<file path="src/verilog/rtc_pkg.sv">
// Constants for the real-time clock control and regulator enable block
`default_nettype none
package rtc_pkg;
    // ------------------------------------------------------------------
    // Widths
    // ------------------------------------------------------------------
    localparam int CNT_W = 40;
    localparam int BYTE_W = 8;
    localparam int NUM_BYTES = 5;
    localparam int PRESC_W = 7;
    localparam int IDX_W = 3;

    // ------------------------------------------------------------------
    // Configuration mux addresses
    // ------------------------------------------------------------------
    localparam logic [7:0] ADDR_COUNTER_BASE = 8'h40;
    localparam logic [7:0] ADDR_MATCH_BASE = 8'h48;
    localparam logic [7:0] ADDR_MATCHBITS_BASE = 8'h50;
    localparam logic [7:0] ADDR_CLOCK_CONTROL_STATUS = 8'h58;
    localparam logic [7:0] ADDR_TEST = 8'h59;
    localparam logic [2:0] LAST_BYTE_IDX = 3'h4;

    // ------------------------------------------------------------------
    // Control/status bit positions
    // ------------------------------------------------------------------
    localparam int CSR_SOFT_RST = 7;
    localparam int CSR_CNT_EN = 6;
    localparam int CSR_REG_ON_MATCH = 5;
    localparam int CSR_OSC_MODE_HI = 4;
    localparam int CSR_OSC_MODE_LO = 3;
    localparam int CSR_CLR_ON_MATCH = 2;
    localparam int CSR_CNT_RUN = 1;
    localparam int CSR_OSC_SELECT = 0;
    localparam logic [7:0] CSR_RESET = 8'h00;

    // ------------------------------------------------------------------
    // Prescaler: divide by 128, first tick half way through
    // ------------------------------------------------------------------
    localparam logic [PRESC_W-1:0] PRESC_RESET = 7'h00;
    localparam logic [PRESC_W-1:0] PRESC_TICK = 7'h3F;
    localparam logic [CNT_W-1:0] CNT_RESET = 40'h00_0000_0000;
    localparam logic [CNT_W-1:0] CNT_ONE = 40'h00_0000_0001;

    // ------------------------------------------------------------------
    // Regulator initialization
    // ------------------------------------------------------------------
    localparam logic [1:0] REG_INIT_ON = 2'h1;

    typedef enum logic [0:0] {
        INIT_WAIT,
        INIT_DONE
    } rtc_init_e;
endpackage : rtc_pkg
`default_nettype wire

</file>
<file path="src/verilog/rtc_reg_if.sv">
// Carrier between the clock core and the regulator enable logic
`timescale 1ns/10ps
`default_nettype none
interface rtc_reg_if;
    logic match;
    logic power_up_pin_n;
    logic [1:0] init_bits;
    logic off_cmd;
    logic reg_en;

    modport core (output match, output power_up_pin_n, output init_bits, output off_cmd, input reg_en);
    modport regulator (input match, input power_up_pin_n, input init_bits, input off_cmd, output reg_en);
endinterface : rtc_reg_if
`default_nettype wire

</file>
<file path="src/verilog/rtc_regulator.sv">
// Regulator initialization unit and sticky regulator enable
`timescale 1ns/10ps
`default_nettype none
module rtc_regulator
    import rtc_pkg::*;
(
    input wire logic i_clk_sys,       // Config mux clock
    input wire logic i_supply_rst,    // Supply-fail reset, active high
    rtc_reg_if.regulator bus          // Signals from the clock core
);
    rtc_init_e state_q;
    logic reg_en_q;
    logic init_on;
    logic set_req;

    // ------------------------------------------------------------------
    // Init bits are read once, on the first edge after supply reset
    // ------------------------------------------------------------------
    assign init_on = (state_q == INIT_WAIT) && (bus.init_bits == REG_INIT_ON);
    assign set_req = !bus.power_up_pin_n || bus.match || init_on;

    always_ff @(posedge i_clk_sys or posedge i_supply_rst) begin
        if (i_supply_rst) begin
            state_q <= INIT_WAIT;
        end else begin
            state_q <= INIT_DONE;
        end
    end

    // ------------------------------------------------------------------
    // Latch: set wins over the fabric clear; only supply fail resets it
    // ------------------------------------------------------------------
    always_ff @(posedge i_clk_sys or posedge i_supply_rst) begin
        if (i_supply_rst) begin
            reg_en_q <= 1'b0;
        end else if (set_req) begin
            reg_en_q <= 1'b1;
        end else if (bus.off_cmd) begin
            reg_en_q <= 1'b0;
        end
    end

    assign bus.reg_en = reg_en_q;
endmodule : rtc_regulator
`default_nettype wire

</file>
<file path="src/verilog/rtc_core.sv">
// Real-time clock core: control/status register, prescaler, counter, match
// Behaviour
// - Writing one to control bit 7 puts the clock logic in reset.
// - Clock state except control register resets while supply bad or soft reset.
// - Reset releases two config clock edges after supply good and soft reset clear.
// - All control bits read zero whenever the supply is not good.
// - Bit 6 enables counting when the clock logic is out of reset.
// - Clearing bit 6 resets prescaler and stops counting, count kept.
// - First increment on 64th timebase edge, then every 128 edges.
// - Bit 5 lets counter/match equality drive match output, else low.
// - Bits 4:3 drive oscillator mode outputs; software uses 01 for crystal.
// - Bit 2 clears counter on next prescaled tick after a match.
// - Bit 1 at zero holds counter at zero, one permits counting.
// - Bit 0 drives oscillator select output choosing oscillator owner.
// - Timebase clock divided by 128 drives the counter.
// - Init unit reads two design bits at reset exit to start regulator.
// - Power-up pin, match or init unit set the sticky regulator enable.
// - Only fabric command clears regulator enable, except supply fail reset.
// - Counter and match register are five addressable bytes each.
// - Forty equality bits compare counter and match, readable as bytes.
`timescale 1ns/10ps
`default_nettype none
module rtc_core
    import rtc_pkg::*;
(
    input wire logic i_clk_sys,            // Config mux clock, 100 MHz
    input wire logic i_rst,                // Async reset, active high
    input wire logic i_supply_good_flag,   // Analog supply above threshold
    input wire logic i_timebase_clk_in,    // Oscillator clock, sampled
    input wire logic [7:0] i_mux_addr,     // Config mux address
    input wire logic i_mux_wen,            // Config mux write strobe
    input wire logic [7:0] i_mux_wdata,    // Config mux write data
    output logic [7:0] o_mux_rdata,        // Config mux read data
    input wire logic i_power_up_pin_n,     // Power-up pin, active low
    input wire logic [1:0] i_reg_init_bits,// Design-time regulator bits
    input wire logic i_reg_off_cmd,        // Fabric command to stop regulator
    output logic o_match_out,              // Gated counter/match equality
    output logic [1:0] o_osc_mode_out,     // Oscillator mode pins
    output logic o_osc_select_out,         // Oscillator ownership pin
    output logic o_reg_en                  // Regulator enable
);
    // ------------------------------------------------------------------
    // Declarations
    // ------------------------------------------------------------------
    logic [7:0] csr_q;
    logic supply_rst;
    logic raw_rst;
    logic rst_s1_q;
    logic rst_hold_q;
    logic tb_prev_q;
    logic tb_rise;
    logic [PRESC_W-1:0] presc_q;
    logic [PRESC_W-1:0] presc_d;
    logic tick;
    logic [CNT_W-1:0] cnt_q;
    logic [CNT_W-1:0] cnt_d;
    logic [CNT_W-1:0] cnt_inc;
    logic [CNT_W-1:0] match_q;
    logic [CNT_W-1:0] match_bits;
    logic equal;
    logic [7:0] rdata_d;
    logic [IDX_W-1:0] byte_idx;
    logic idx_ok;
    logic sel_cnt;
    logic sel_match;
    logic sel_mbits;
    logic sel_csr;
    logic wr_cnt;
    logic wr_match;
    logic wr_csr;
    logic run;
    logic [7:0] cnt_b [NUM_BYTES];
    logic [7:0] match_b [NUM_BYTES];
    logic [7:0] mbits_b [NUM_BYTES];
    logic [CNT_W-1:0] cnt_wr_val;
    logic [CNT_W-1:0] match_wr_val;

    rtc_reg_if reg_bus ();

    // ------------------------------------------------------------------
    // Resets
    // ------------------------------------------------------------------
    assign supply_rst = i_rst || !i_supply_good_flag;
    assign raw_rst = supply_rst || csr_q[CSR_SOFT_RST];

    // Asserted at once, released after two config clock edges
    always_ff @(posedge i_clk_sys or posedge raw_rst) begin
        if (raw_rst) begin
            rst_s1_q <= 1'b1;
            rst_hold_q <= 1'b1;
        end else begin
            rst_s1_q <= 1'b0;
            rst_hold_q <= rst_s1_q;
        end
    end

    // ------------------------------------------------------------------
    // Control/status register, cleared only by supply fail
    // ------------------------------------------------------------------
    assign byte_idx = i_mux_addr[IDX_W-1:0];
    assign idx_ok = byte_idx <= LAST_BYTE_IDX;
    assign sel_cnt = (i_mux_addr[7:3] == ADDR_COUNTER_BASE[7:3]) && idx_ok;
    assign sel_match = (i_mux_addr[7:3] == ADDR_MATCH_BASE[7:3]) && idx_ok;
    assign sel_mbits = (i_mux_addr[7:3] == ADDR_MATCHBITS_BASE[7:3]) && idx_ok;
    assign sel_csr = i_mux_addr == ADDR_CLOCK_CONTROL_STATUS;
    assign wr_cnt = i_mux_wen && sel_cnt;
    assign wr_match = i_mux_wen && sel_match;
    assign wr_csr = i_mux_wen && sel_csr;

    always_ff @(posedge i_clk_sys or posedge supply_rst) begin
        if (supply_rst) begin
            csr_q <= CSR_RESET;
        end else if (wr_csr) begin
            csr_q <= i_mux_wdata;
        end
    end

    assign o_osc_mode_out = csr_q[CSR_OSC_MODE_HI:CSR_OSC_MODE_LO];
    assign o_osc_select_out = csr_q[CSR_OSC_SELECT];

    // ------------------------------------------------------------------
    // Prescaler on sampled timebase edges
    // ------------------------------------------------------------------
    assign run = csr_q[CSR_CNT_EN] && csr_q[CSR_CNT_RUN];
    assign tb_rise = i_timebase_clk_in && !tb_prev_q;
    // Divide by 128 with the tick half way, matching a 50% duty divider
    assign tick = run && tb_rise && (presc_q == PRESC_TICK);
    assign presc_d = !run ? PRESC_RESET : (tb_rise ? presc_q + 7'h01 : presc_q);

    always_ff @(posedge i_clk_sys or posedge rst_hold_q) begin
        if (rst_hold_q) begin
            tb_prev_q <= 1'b0;
            presc_q <= PRESC_RESET;
        end else begin
            tb_prev_q <= i_timebase_clk_in;
            presc_q <= presc_d;
        end
    end

    // ------------------------------------------------------------------
    // Byte views of counter, match register and equality bits
    // ------------------------------------------------------------------
    assign match_bits = ~(cnt_q ^ match_q);
    assign equal = &match_bits;

    genvar g;
    generate
        for (g = 0; g < NUM_BYTES; g++) begin : g_bytes
            assign cnt_b[g] = cnt_q[g*BYTE_W +: BYTE_W];
            assign match_b[g] = match_q[g*BYTE_W +: BYTE_W];
            assign mbits_b[g] = match_bits[g*BYTE_W +: BYTE_W];
            assign cnt_wr_val[g*BYTE_W +: BYTE_W] =
                (wr_cnt && byte_idx == g) ? i_mux_wdata : cnt_q[g*BYTE_W +: BYTE_W];
            assign match_wr_val[g*BYTE_W +: BYTE_W] =
                (wr_match && byte_idx == g) ? i_mux_wdata : match_q[g*BYTE_W +: BYTE_W];
        end
    endgenerate

    // ------------------------------------------------------------------
    // Counter
    // ------------------------------------------------------------------
    assign cnt_inc = cnt_q + CNT_ONE;

    // Byte writes while counting race the tick; fabric disables first
    always_comb begin
        if (!csr_q[CSR_CNT_RUN]) begin
            cnt_d = CNT_RESET;
        end else if (wr_cnt) begin
            cnt_d = cnt_wr_val;
        end else if (tick && csr_q[CSR_CLR_ON_MATCH] && equal) begin
            cnt_d = CNT_RESET;
        end else if (tick) begin
            cnt_d = cnt_inc;
        end else begin
            cnt_d = cnt_q;
        end
    end

    always_ff @(posedge i_clk_sys or posedge rst_hold_q) begin
        if (rst_hold_q) begin
            cnt_q <= CNT_RESET;
            match_q <= CNT_RESET;
        end else begin
            cnt_q <= cnt_d;
            match_q <= match_wr_val;
        end
    end

    assign o_match_out = csr_q[CSR_REG_ON_MATCH] && equal;

    // ------------------------------------------------------------------
    // Read path, registered
    // ------------------------------------------------------------------
    assign rdata_d = sel_cnt ? cnt_b[byte_idx] :
                     sel_match ? match_b[byte_idx] :
                     sel_mbits ? mbits_b[byte_idx] :
                     sel_csr ? csr_q : 8'h00;

    always_ff @(posedge i_clk_sys or posedge i_rst) begin
        if (i_rst) begin
            o_mux_rdata <= 8'h00;
        end else begin
            o_mux_rdata <= rdata_d;
        end
    end

    // ------------------------------------------------------------------
    // Regulator enable
    // ------------------------------------------------------------------
    assign reg_bus.match = o_match_out;
    assign reg_bus.power_up_pin_n = i_power_up_pin_n;
    assign reg_bus.init_bits = i_reg_init_bits;
    assign reg_bus.off_cmd = i_reg_off_cmd;
    assign o_reg_en = reg_bus.reg_en;

    rtc_regulator u_regulator (
        .i_clk_sys(i_clk_sys),
        .i_supply_rst(supply_rst),
        .bus(reg_bus)
    );
endmodule : rtc_core
`default_nettype wire

</file>
<file path="config.mk">
export PLATFORM = sky130hd
export DESIGN_NAME = rtc_core
export DESIGN_NICKNAME = d
export VERILOG_FILES = /design/src/verilog/rtc_pkg.sv /design/src/verilog/rtc_reg_if.sv /design/src/verilog/rtc_regulator.sv /design/src/verilog/rtc_core.sv
export SDC_FILE = /design/constraint.sdc
export NUM_CORES = 1
export LEC_CHECK = 0
export BUFFER_PORTS_ARGS = -buffer_cell sky130_fd_sc_hd__clkbuf_2
export CAP_MARGIN = 15
export CORE_ASPECT_RATIO = 0.7
export CORE_UTILIZATION = 56
export CTS_CLUSTER_SIZE = 20
export DETAILED_ROUTE_END_ITERATION = 10
export MAX_ROUTING_LAYER = met4
export PLACE_DENSITY = 0.84
export SLEW_MARGIN = 20
export SYNTH_ARGS = -nofsm -noshare
export SYNTH_HDL_FRONTEND = slang
export SYNTH_SLANG_ARGS = --single-unit
</file>
<file path="constraint.sdc">
create_clock -name i_clk_sys -period 2.6 [get_ports i_clk_sys]
set_input_delay 0.13 -clock i_clk_sys [delete_from_list [all_inputs] [get_ports i_clk_sys]]
set_output_delay 0.13 -clock i_clk_sys [all_outputs]
set_load 0.005 [all_outputs]
</file>
==> Yosys cells after proc, flatten, opt, wreduce, memory -nomap -nowiden <==
Cells that the tools add are included.
{ "totals": {"ff_bits": 108, "input_bits": 25, "elab_cells": 108} }
{ "classes": {"add_sub_neg": 2, "n_lt_le_gt_ge": 2, "n_eq_ne": 17, "n_mux": 26, "n_bitwise": 4, "n_reduce_logical": 39} }
{ "ops": {"columns": ["cell", "n"], "rows": [
  ["2-to-1 mux 40 bit", 4],
  ["2-to-1 mux 8 bit", 15],
  ["binary-select mux 8 bit (select 3 bit)", 3],
  ["adder 40 x 1 -> 40 bit (second input constant)", 1],
  ["NOT 40 bit", 1],
  ["AND reduction 40 bit", 1],
  ["XOR 40 bit", 1],
  ["logical AND 1 bit", 24],
  ["equality test 5 x 4 -> 1 bit (second input constant)", 3],
  ["!= test 3 x 2 -> 1 bit (second input constant)", 5],
  ["2-to-1 mux 7 bit", 2],
  ["AND reduction 2 bit", 5],
  ["equality test 8 x 7 -> 1 bit (second input constant)", 1],
  ["adder 7 x 1 -> 7 bit (second input constant)", 1],
  ["equality test 7 x 6 -> 1 bit (second input constant)", 1],
  ["equality test 3 x 2 -> 1 bit (second input constant)", 2],
  [">= comparator 4 bit (second input constant)", 1],
  ["logical OR 1 bit", 4],
  ["!= test 4 x 1 -> 1 bit (second input constant)", 1],
  ["NOT 3 -> 4 bit", 1],
  ["equality test 3 x 1 -> 1 bit (second input constant)", 1],
  ["equality test 3 bit (second input constant)", 1],
  ["<= comparator 3 bit (second input constant)", 1],
  ["zero test 1 bit", 3],
  ["other kinds (6)", 7]
]} }

==> Depth between registers and ports, before layout <==
Gate-level depths: netlist of run 1.
{ "depth": {"ltp_word": 9, "mapped_depth": 10} }

==> Cells and area by module <==
Synthesis of run 1 repeated with hierarchy kept, for this count alone.
{ "hier_totals": {"hier_cells": 758, "area_unflattened_um2": 7115.6} }
{ "by_module_without_submodules": {"columns": ["module", "instances", "cells_each", "area_each_um2", "seq_area_each_um2"], "rows": [
  ["rtc_core", 1, 751, 7034.2, 2655.0],
  ["rtc_regulator", 1, 7, 81.3, 50.0]
]} }

==> Least setup slack after synthesis of run 1 <==
Ideal clock, no wire load.
{ "synth_timing": {"path_type": "reg2reg", "start": "register presc_q[0]", "end": "register cnt_q[16]", "arrival_time_ns": 2.237, "required_time_ns": 2.478, "slack_ns": 0.242, "stages_incl_launch_ff": 9, "path_buffers": 1, "path_cell_list": "dfrtp_1 -> ha_1 -> nand4b_1 -> or3_1 -> nor4_1 -> nand3_1 -> buf_2 -> a31o_2 -> a32o_1"} }
{ "synth_via": {"elab_chain_cells": 7} }
{ "synth_rtl": {"columns": ["item", "line", "rtl"], "rows": [
  ["start: declaration", "rtc_core.sv:52", "logic [PRESC_W-1:0] presc_q;"],
  ["start signal: assignment", "rtc_core.sv:136", "presc_q <= presc_d;"],
  ["equality test 7 x 6 -> 1 bit (*)", "rtc_core.sv:127", "assign tick = run && tb_rise && (presc_q == PRESC_TICK);"],
  ["logical AND 1 bit (*)", "rtc_core.sv:127", null],
  ["logical AND 1 bit (2 in a row)", "rtc_core.sv:170", "end else if (tick && csr_q[CSR_CLR_ON_MATCH] && equal) begin"],
  ["2-to-1 mux 40 bit", "rtc_core.sv:170", null],
  ["2-to-1 mux 40 bit", "rtc_core.sv:168", "end else if (wr_cnt) begin"],
  ["2-to-1 mux 40 bit", "rtc_core.sv:166", "if (!csr_q[CSR_CNT_RUN]) begin"],
  ["end signal: assignment", "rtc_core.sv:184", "cnt_q <= cnt_d;"],
  ["end: declaration", "rtc_core.sv:55", "logic [CNT_W-1:0] cnt_q;"]
]} }
Every way passes the cells marked *; elsewhere a longest branch is shown, timed or not.
A chain may end at the register's enable or synchronous reset.

==> Worst setup path in the final report of run 1 <==
{ "layout_timing": {"start": "register cnt_q[20]", "end": "output port o_match_out"} }
{ "layout_via": {"elab_chain_cells": 4} }
{ "layout_rtl": {"columns": ["item", "line", "rtl"], "rows": [
  ["XOR 40 bit", "rtc_core.sv:143", "assign match_bits = ~(cnt_q ^ match_q);"],
  ["NOT 40 bit", "rtc_core.sv:143", null],
  ["AND reduction 40 bit", "rtc_core.sv:144", "assign equal = &match_bits;"],
  ["logical AND 1 bit", "rtc_core.sv:189", "assign o_match_out = csr_q[CSR_REG_ON_MATCH] && equal;"],
  ["end: declaration", "rtc_core.sv:37", "output logic o_match_out,"]
]} }
Every way passes these cells.

==> run_results.csv, run 1 <==
group,metric,value,unit
status,status,"finished, final reports clean",
timing,slew-limit-headroom,0.398,
setup_path,critPathBufInv,2,
clock_network,cts_num_sinks,108,
synth,async_flop_share,1.00,
synth,synth-edff-count,0,
global_route,antenna_found_initial,0,
clock_network,worstSkewPairLatency,370,ps
final_layout,layout.nets,858,
synth,synth_cells,742,
final_layout,areaGrowthSynthToFinish,17.2,%
place,post-place-ws,133,ps
die,ioPinCount,38,
synth,netlist_area,7170,um2
min_path,hold_path.class,"in -> reg",
synth,ys_top_cells_by_count,"dfrtp_1 (106), nor2_1 (65), nand2_1 (54)",
min_path,whs_path_depth,3,
timing,fin_ws,53.2,ps
routing,antenna_left,0,
final_layout,drive_gt1_frac,0.287,
clock_network,clkSlewWorstSetupHoldPaths,80,ps
synth,seq_area_frac_synth,0.377,
setup_path,startpoint_type,"flip-flop",
setup_path,worstPathCellList,"xnor2_1 -> nor4b_2 -> nand4_1 -> nor4_4 -> buf_4 -> clkbuf_2",
final_layout,register_area,2710,um2
synth,syn_area_per_cell,9.66,um2
routing,dr.pass1.iters,8,
routing,drt_iter0_drc,985,
setup_path,crit_type,"reg -> out",
setup_path,worstPathRequired,2470,ps
clock_network,cts_tree,"done",
routing,routed_via_density,7.09,
final_layout,n_fill_cell,974,
routing,routedWlPerCell,28.0,um
global_route,grt_max_degree,39,
pwr,vdd_drop_max,0.340,mV
routing,vias,7075,
clock_network,clk_path_buf_depth,2,
synth,ys_ff_latch,108,
synth,yosysMostFrequentCell,"dfrtp_1",
place,place_hpwl,21700,um
pwr,power.total,3660,uW
global_route,grt_pass1_wl,41500,um
setup_path,cp.arrival,2420,ps
clock_network,numCtsBuffers,9,
setup_path,path_delay_family,"simple AND/OR/NAND/NOR gates",
synth,synth_area_leaders,"dfrtp_1 (37%), mux2_2 (7.4%), mux4_2 (5.7%), xor2_1 (3.9%), nor2_1 (3.4%)",
synth,yosysTopAreaCell,"dfrtp_1",
timing,fin_crit_sh,0.980,
pwr,p_per_area,436,nW/um2
synth,synth_flop_cell,"dfrtp_1",
synth,synth_top_cell_area_share,0.370,
die,dieArea,13300,um2
die,row_count,34,
place,routabilityCongestion,1.08,
run,drv_cap,0,
die,start_util,0.575,
global_route,grt-ovfl-total,0,
synth,syn_nets,769,
timing,finalSetupViolCount,0,
clock_network,htreeDepth,3,
routing,drc,0,
die,die_h,96.7,um
timing,slew_viol_final,0,
routing,wirelength,27900,um
timing,fin_skew,11.0,ps
pwr,p_leak,0.00378,uW
timing,period_needed,2550,ps
die,coreArea,12500,um2
setup_path,worst_path_max_delay_cell,"dfrtp_1",
place,port_buffers,37,
timing,finalHoldViolCount,0,
final_layout,multi_input_area,4220,um2
synth,yosys_warnings,0,
timing,max_slew.worst_pin.slew,903,ps
synth,synth_cell_type_count,73,
final_layout,diodes,0,
setup_path,crit_cells,6,
setup_path,r2r_cells,8,
die,dieWidth,137,um
global_route,grt.total_usage,0.449,
setup_path,slowest_delay,470,ps
clock_network,root_buffer,"clkbuf_16",
setup_path,crit_fanout,5,
setup_path,endpoint_kind,"primary output",
global_route,grt_pass1_vias,6668,
timing,fmax,393,MHz
cells by family after synthesis:
kind of cell             share of synthesized area
adder cells (fa/ha/maj)                    0.00349
XOR/XNOR                                    0.0550
multiplexers                                 0.137
flip-flops                                   0.377
AO/OA/AOI/OAI                                0.190
other                                      0.00105
AND/OR/NAND/NOR                              0.193
buffers and inverters                       0.0431
worst paths after layout:
path	slack [ps]	start	end
min	70	i_power_up_pin_n	u_regulator.bus.reg_en
max	50	cnt_q[20]	o_match_out
min in group asynchronous	260	i_rst	o_mux_rdata[1]
max reg2reg	90	presc_q[0]	cnt_q[33]
min reg2reg	350	rst_hold_q	match_q[32]
max in group asynchronous	1420	rst_hold_q	cnt_q[25]
sequential cells by signal (all words and copies together), names as in the netlist:
name	count
u_regulator.bus.reg_en	1
match_q	40
u_regulator.state_q	1
cnt_q	40
presc_q	7
rst_s1_q	1
tb_prev_q	1
o_mux_rdata	8
rst_hold_q	1
csr_q	8
timing repair:
action / CTS / global route
gates resized for setup: 1 / 9
pin swaps: 0 / 1
endpoints found under the hold margin: 20 / 0
setup buffers: 0 / 1
gates cloned: 0 / 0
hold buffers: 4 / 0
setup endpoints to repair: 1 / 6
stage by stage:
stage	hold WS (ps)	util	cells	TNS, ps	instance area (um2)
global placement	58.2	0.642	977	0	8010
CTS	63.2	0.669	997	0	8340
detailed placement	75.4	0.642	977	0	8010
global route	97.6	0.674	998	-28.5	8400
finish	66.4	0.674	998	0	8400
floorplan	-54.3	-	742	0	7170
worst register-to-register path, stage by stage, from the launching register on:
cell and delay (ps):
dfrtp_1 400, ha_1 210, nand4b_1 140, or3_1 470
nor4_2 350, nand3_1 170, buf_12 210, a31o_2 250
a22o_1 210
power breakdown:
| group | total (uW) | switching [uW] | internal, uW |
|---|---|---|---|
| registers | 1750 | 38.3 | 1710 |
| logic | 526 | 338 | 188 |
| clock network | 1390 | 715 | 672 |
area by class of cell:
cell class	instances	area share
inverter	23	0.0107
sequential	108	0.322
clock inverter	6	0.00640
multi-input combinational	566	0.502
timing repair buffer	123	0.108
tap	162	0.0241
clock buffer	10	0.0272
per-layer routing:
| metal | wire, um | track usage | up-vias |
|---|---|---|---|
| met3 | 4660 | 0.201 | 66 |
| met2 | 11100 | 0.577 | 595 |
| met1 | 11400 | 0.625 | 3404 |
| met4 | 811 | 0.137 | 0 |
| li1 | - | - | 3010 |
| met5 | 0 | - | - |
cell usage in the layout (no fill, tap or decap), types with 12 or more instances in the layout:
master    instances
nand4_1          23
a21oi_1          29
a31oi_1          17
o21ai_0          20
mux2_2           47
nand3_1          27
nor2_1           65
xnor2_1          12
xor2_1           32
buf_4            77
o22ai_1          15
dfrtp_1         106
a22oi_1          12
nand2_1          54
mux4_2           18
o31ai_1          18
nor3_1           18
inv_1            21
clkbuf_2         37
No activity file was read; power rests on OpenSTA's default activity.
==> run 2, diff against run 1 <==
- CORE_ASPECT_RATIO: 0.7 -> 0.75
- CORE_MARGIN: default -> 2
==> run 2 against run 1 <==
Via count down 0.59%. Final area down 0.57%. Non-clock buffer count down 4. Total power about the same. Wire length down 2.5%. Largest power group unchanged. Highest routed layer unchanged.
==> run_results.csv, run 2 (same netlist as run 1, synthesis figures left out) <==
group,metric,value,unit
die,coreArea,12400,um2
timing,fin_skew,11.2,ps
global_route,grt_pass1_vias,6605,
global_route,antenna_found_initial,0,
place,dpl_cell_area,7970,um2
die,die_h,102,um
min_path,worstHoldEndpoint,"u_regulator.bus.reg_en",
timing,slew_viol_final,0,
final_layout,layout_commonest_cell,"dfrtp_1",
place,routabilityCongestion,1.04,
place,port_buffers,37,
min_path,hold_path.class,"in -> reg",
clock_network,numCtsBuffers,9,
global_route,grt_max_degree,43,
setup_path,r2r_cells,7,
clock_network,clk_path_buf_depth,2,
place,place_hpwl,20800,um
setup_path,crit_type,"reg -> reg",
setup_path,reg2reg_to,"cnt_q[37]",
final_layout,largestRegisters,"cnt_q: 40 flops, match_q: 40 flops",
final_layout,register_area,2710,um2
min_path,min_from,"i_power_up_pin_n",
timing,finalSetupViolCount,0,
timing,max_slew.worst_pin.slew,806,ps
final_layout,drive_gt1_frac,0.281,
setup_path,cp.arrival,2820,ps
routing,routed_via_density,7.05,
final_layout,n_fill_cell,982,
timing,slew-limit-headroom,0.459,
die,start_util,0.578,
die,row_count,35,
setup_path,crit_fanout,6,
clock_network,cts_tree,"done",
timing,finalHoldViolCount,0,
global_route,grt-ovfl-total,0,
final_layout,layout.nets,854,
timing,fin_crit_sh,0.989,
final_layout,final_cell_mix,"dfrtp_1 (106), buf_4 (74), nor2_1 (64), nand2_1 (54), mux2_2 (47)",
setup_path,endpoint_kind,"flip-flop",
timing,fmax,389,MHz
global_route,grt.total_usage,0.419,
timing,period_needed,2570,ps
pwr,p_leak,0.00376,uW
routing,routedWlPerCell,27.3,um
global_route,grt_pass1_wl,40400,um
routing,dr.pass1.iters,7,
run,drv_cap,0,
routing,vias,7033,
routing,drt_iter0_drc,1166,
final_layout,final_area,8360,um2
setup_path,worstPathRequired,2850,ps
pwr,p_per_area,439,nW/um2
place,dp.cells,977,
setup_path,rr_startpoint,"cnt_q[39]",
setup_path,startpoint_type,"flip-flop",
final_layout,diodes,0,
final_layout,stdcell_count,998,
final_layout,multi_input_area,4200,um2
min_path,whs_path_depth,3,
timing,fin_ws,28.2,ps
routing,antenna_left,0,
clock_network,cts_num_sinks,108,
place,post-place-ws,125,ps
clock_network,htreeDepth,3,
clock_network,root_buffer,"clkbuf_16",
routing,drc,0,
die,dieWidth,135,um
die,dieArea,13700,um2
clock_network,clkSlewWorstSetupHoldPaths,80,ps
setup_path,r2r_setup_slack,30,ps
pwr,vdd_drop_max,0.317,mV
clock_network,worstSkewPairLatency,370,ps
die,ioPinCount,38,
final_layout,areaGrowthSynthToFinish,16.6,%
timing,rsz0062_at_grt,"true",
routing,wirelength,27200,um
status,status,"finished, final reports clean",
==> run 2: cell count changes in the layout (fill, tap and decap cells not counted), moves of 2 or more <==
cell,change
nor4_1,+2
inv_6,-2
clkbuf_8,+2
nor4_2,-2
buf_4,-3
==> run 2: layout make-up <==
type	count	share of cell area
Multi-Input combinational cell	566	0.502
Sequential cell	108	0.324
Timing Repair Buffer	119	0.103
Clock buffer	11	0.0302
Tap cell	166	0.0249
Inverter	23	0.0108
Clock inverter	5	0.00509
==> run 2: timing repair <==
item | CTS | global route
cloned | 0 | 0
pin swaps | 0 | 2
hold buffers | 4 | 0
setup buffers | 0 | 1
setup endpoints to repair | 1 | 19
endpoints found under the hold margin | 20 | 0
resized for setup | 1 | 6
==> run 2: worst max-delay path by stage <==
| stage | startpoint | endpoint | slack (ps) | cells past startpoint |
|---|---|---|---|---|
| after global routing | presc_q[0] | cnt_q[21] | -0.7 | 8 |
| after CTS | cnt_q[25] | o_match_out | 3 | 6 |
| after global placement | cnt_q[9] | cnt_q[38] | 160 | 6 |
| after detailed placement | cnt_q[2] | cnt_q[37] | 120 | 7 |
| after floorplan | presc_q[0] | cnt_q[16] | 240 | 8 |
| final | cnt_q[39] | cnt_q[37] | 30 | 7 |
==> run 2: power breakdown <==
part	switching [uW]	total, uW	internal [uW]
Clock	680	1400	716
Sequential	35.8	1750	1710
Combinational	337	520	184
==> run 2: routing by layer <==
| layer | vias to the layer above | track usage | routed length, um | share of wire |
|---|---|---|---|---|
| met4 | 0 | 0.152 | 907 | 0.033 |
| li1 | 3001 | - | - | - |
| met3 | 68 | 0.158 | 3920 | 0.14 |
| met5 | - | - | 0 | 0 |
| met2 | 545 | 0.571 | 11100 | 0.41 |
| met1 | 3419 | 0.568 | 11300 | 0.42 |
==> run 2: critical path, cell delays in order (launching register included) <==
cell	delay, ps
dfrtp_1	430
xnor2_1	400
nand4_1	400
or2_2	450
nor4b_2	230
buf_4	180
o41ai_1	90
a32o_1	270
==> run 2: stage by stage <==
stage | utilization | total power [uW] | setup TNS, ps | hold WS (ps)
2_1_floorplan | - | 2060 | 0 | -54.3
3_3_place_gp | 0.643 | 2250 | 0 | 58.0
3_5_place_dp | 0.643 | 2270 | 0 | 69.8
4_1_cts | 0.671 | 3640 | 0 | 54.9
5_1_grt | 0.674 | 3760 | -0.745 | 73.7
6_report | 0.674 | 3670 | 0 | 62.1
==> run 3, diff against run 2 <==
- SETUP_SLACK_MARGIN: default -> 0.2
==> run 3 against run 2 <==
Sequential share of layout area decreased by 0.68 points. Clock power about the same. Flip-flop and latch count did not move. Highest routed layer unchanged. Sequential power about the same. Clock skew barely moved. Final cell count rose by 1.0%. Wire length is 2.1% higher. Critical endpoint is now cnt_q[7]. Worst setup slack improved by 74 ps. First-iteration DRC count is 8.0% higher. Die area did not move. Critical path type unchanged. Core utilization is 1.6 points higher. Final area is 2.3% higher.
==> run_results.csv, run 3 (same netlist as run 1, synthesis figures left out) <==
group,metric,value,unit
status,status,"finished, final reports clean",
setup_path,crit_type,"reg -> reg",
die,coreArea,12400,um2
global_route,grt.total_usage,0.420,
timing,final.setup.tns,0,ps
min_path,hold_path.class,"in -> reg",
final_layout,stdcell_count,1008,
pwr,vdd_drop_max,0.323,mV
final_layout,n_fill_cell,958,
timing,period_needed,2500,ps
timing,slew_viol_final,0,
timing,slew-limit-headroom,0.481,
timing,fin_skew,11.7,ps
final_layout,layout.nets,864,
run,drv_cap,0,
clock_network,worstSkewPairLatency,360,ps
pwr,power.total,3710,uW
routing,routed_via_density,7.13,
clock_network,cts_num_sinks,108,
die,die_h,102,um
timing,finalHoldViolCount,0,
final_layout,drive_gt1_frac,0.309,
die,ioPinCount,38,
global_route,grt-ovfl-total,0,
final_layout,diodes,0,
final_layout,fin_util,0.690,
timing,fin_crit_sh,0.961,
die,dieArea,13700,um2
setup_path,crit_fanout,22,
pwr,p_per_area,434,nW/um2
clock_network,numCtsBuffers,9,
setup_path,cp.arrival,2750,ps
setup_path,rr_startpoint,"cnt_q[9]",
setup_path,crit_path_start,"cnt_q[9]",
place,port_buffers,37,
routing,wirelength,27800,um
die,dieWidth,135,um
setup_path,r2r_setup_slack,100,ps
clock_network,htreeDepth,3,
setup_path,worstPathRequired,2850,ps
min_path,whs_path_depth,3,
min_path,min_from,"i_power_up_pin_n",
setup_path,reg2reg_to,"cnt_q[7]",
timing,max_slew.worst_pin.slew,773,ps
clock_network,clkSlewWorstSetupHoldPaths,80,ps
final_layout,largestRegisters,"cnt_q: 40 flops, match_q: 40 flops",
setup_path,endpoint_kind,"flip-flop",
clock_network,clk_path_buf_depth,2,
place,routabilityCongestion,1.04,
routing,dr.pass1.iters,8,
pwr,p_leak,0.00382,uW
setup_path,r2r_cells,8,
routing,antenna_left,0,
timing,finalSetupViolCount,0,
global_route,antenna_found_initial,0,
routing,routedWlPerCell,27.6,um
place,dp.cells,977,
routing,drc,0,
global_route,grt_pass1_vias,6635,
final_layout,layout_commonest_cell,"dfrtp_1",
timing,fmax,400,MHz
routing,drt_iter0_drc,1259,
clock_network,cts_tree,"done",
final_layout,areaGrowthSynthToFinish,19.3,%
clock_network,root_buffer,"clkbuf_16",
routing,vias,7189,
die,row_count,35,
final_layout,final_cell_mix,"dfrtp_1 (102), buf_4 (81), nor2_1 (63), nand2_1 (54), mux2_2 (47)",
min_path,worstHoldEndpoint,"u_regulator.bus.reg_en",
global_route,grt_max_degree,43,
setup_path,startpoint_type,"flip-flop",
timing,rsz0062_at_grt,"true",
place,place_hpwl,20800,um
global_route,grt_pass1_wl,40600,um
die,start_util,0.578,
[run 3: cell count changes in the layout (fill, tap and decap cells not counted), moves of 2 or more]
cell | previous run | this run
buf_4 | 74 | 81
dfrtp_1 | 106 | 102
dfrtp_2 | 0 | 4
buf_6 | 0 | 3
nand3_1 | 28 | 25
nand3_2 | 1 | 4
a21oi_4 | 0 | 2
nor4_1 | 7 | 5
nor4_2 | 4 | 6
nor4b_4 | 1 | 3
[run 3: per-layer routing]
metal  up-vias  share of wire  track usage
met3       109           0.15        0.162
met4         0          0.038        0.150
met5         -              0            -
met1      3481           0.41        0.567
met2       575           0.41        0.574
li1       3024              -            -
[run 3: layout make-up]
cell class                 instances  area (um2)  area share
timing repair buffer             129         952       0.111
clock buffer                      11         253      0.0296
tap                              166         208      0.0243
sequential                       108        2710       0.317
clock inverter                     5        42.5     0.00498
multi-input combinational        566        4290       0.502
inverter                          23        90.1      0.0105
[run 3: how the worst max path moves through the flow]
stage | endpoint | slack (ps) | cells after the start
global placement | cnt_q[38] | 160 | 6
CTS | o_match_out | 180 | 5
detailed placement | cnt_q[37] | 120 | 7
floorplan | cnt_q[16] | 240 | 8
finish | cnt_q[7] | 100 | 8
global route | cnt_q[21] | 140 | 8
[run 3: critical path, stage by stage (launching register included)]
cell and delay, ps:
dfrtp_1 520, xnor2_1 310, nand4_1 230, buf_4 220, nor4_4 310, and3_4 240, buf_12 180, o31ai_1 100
a32o_1 270
[run 3: timing repair]
| action | in CTS | in global routing |
|---|---|---|
| setup endpoints to repair | 15 | 33 |
| buffers inserted | 2 | 9 |
| hold endpoints to repair | 20 | 0 |
| hold buffers | 4 | 0 |
| resized for setup | 6 | 26 |
| pin swaps | 1 | 17 |
[run 3: power by group]
part           internal, uW  total [uW]  leakage (uW)  switching, uW
Combinational           204         560       0.00219            356
Clock                   716        1400      0.000148            681
Sequential             1710        1750       0.00148           36.0
Total                  2630        3710       0.00382           1070
[run 3: per-stage QoR]
| stage | instance area (um2) | hold WS, ps | setup WS, ps |
|---|---|---|---|
| 2_1_floorplan | 7170 | -54.3 | 242 |
| 3_3_place_gp | 7970 | 58.0 | 163 |
| 3_5_place_dp | 7970 | 69.8 | 125 |
| 4_1_cts | 8350 | 54.9 | 176 |
| 5_1_grt | 8550 | 73.7 | 140 |
| 6_report | 8550 | 64.5 | 103 |
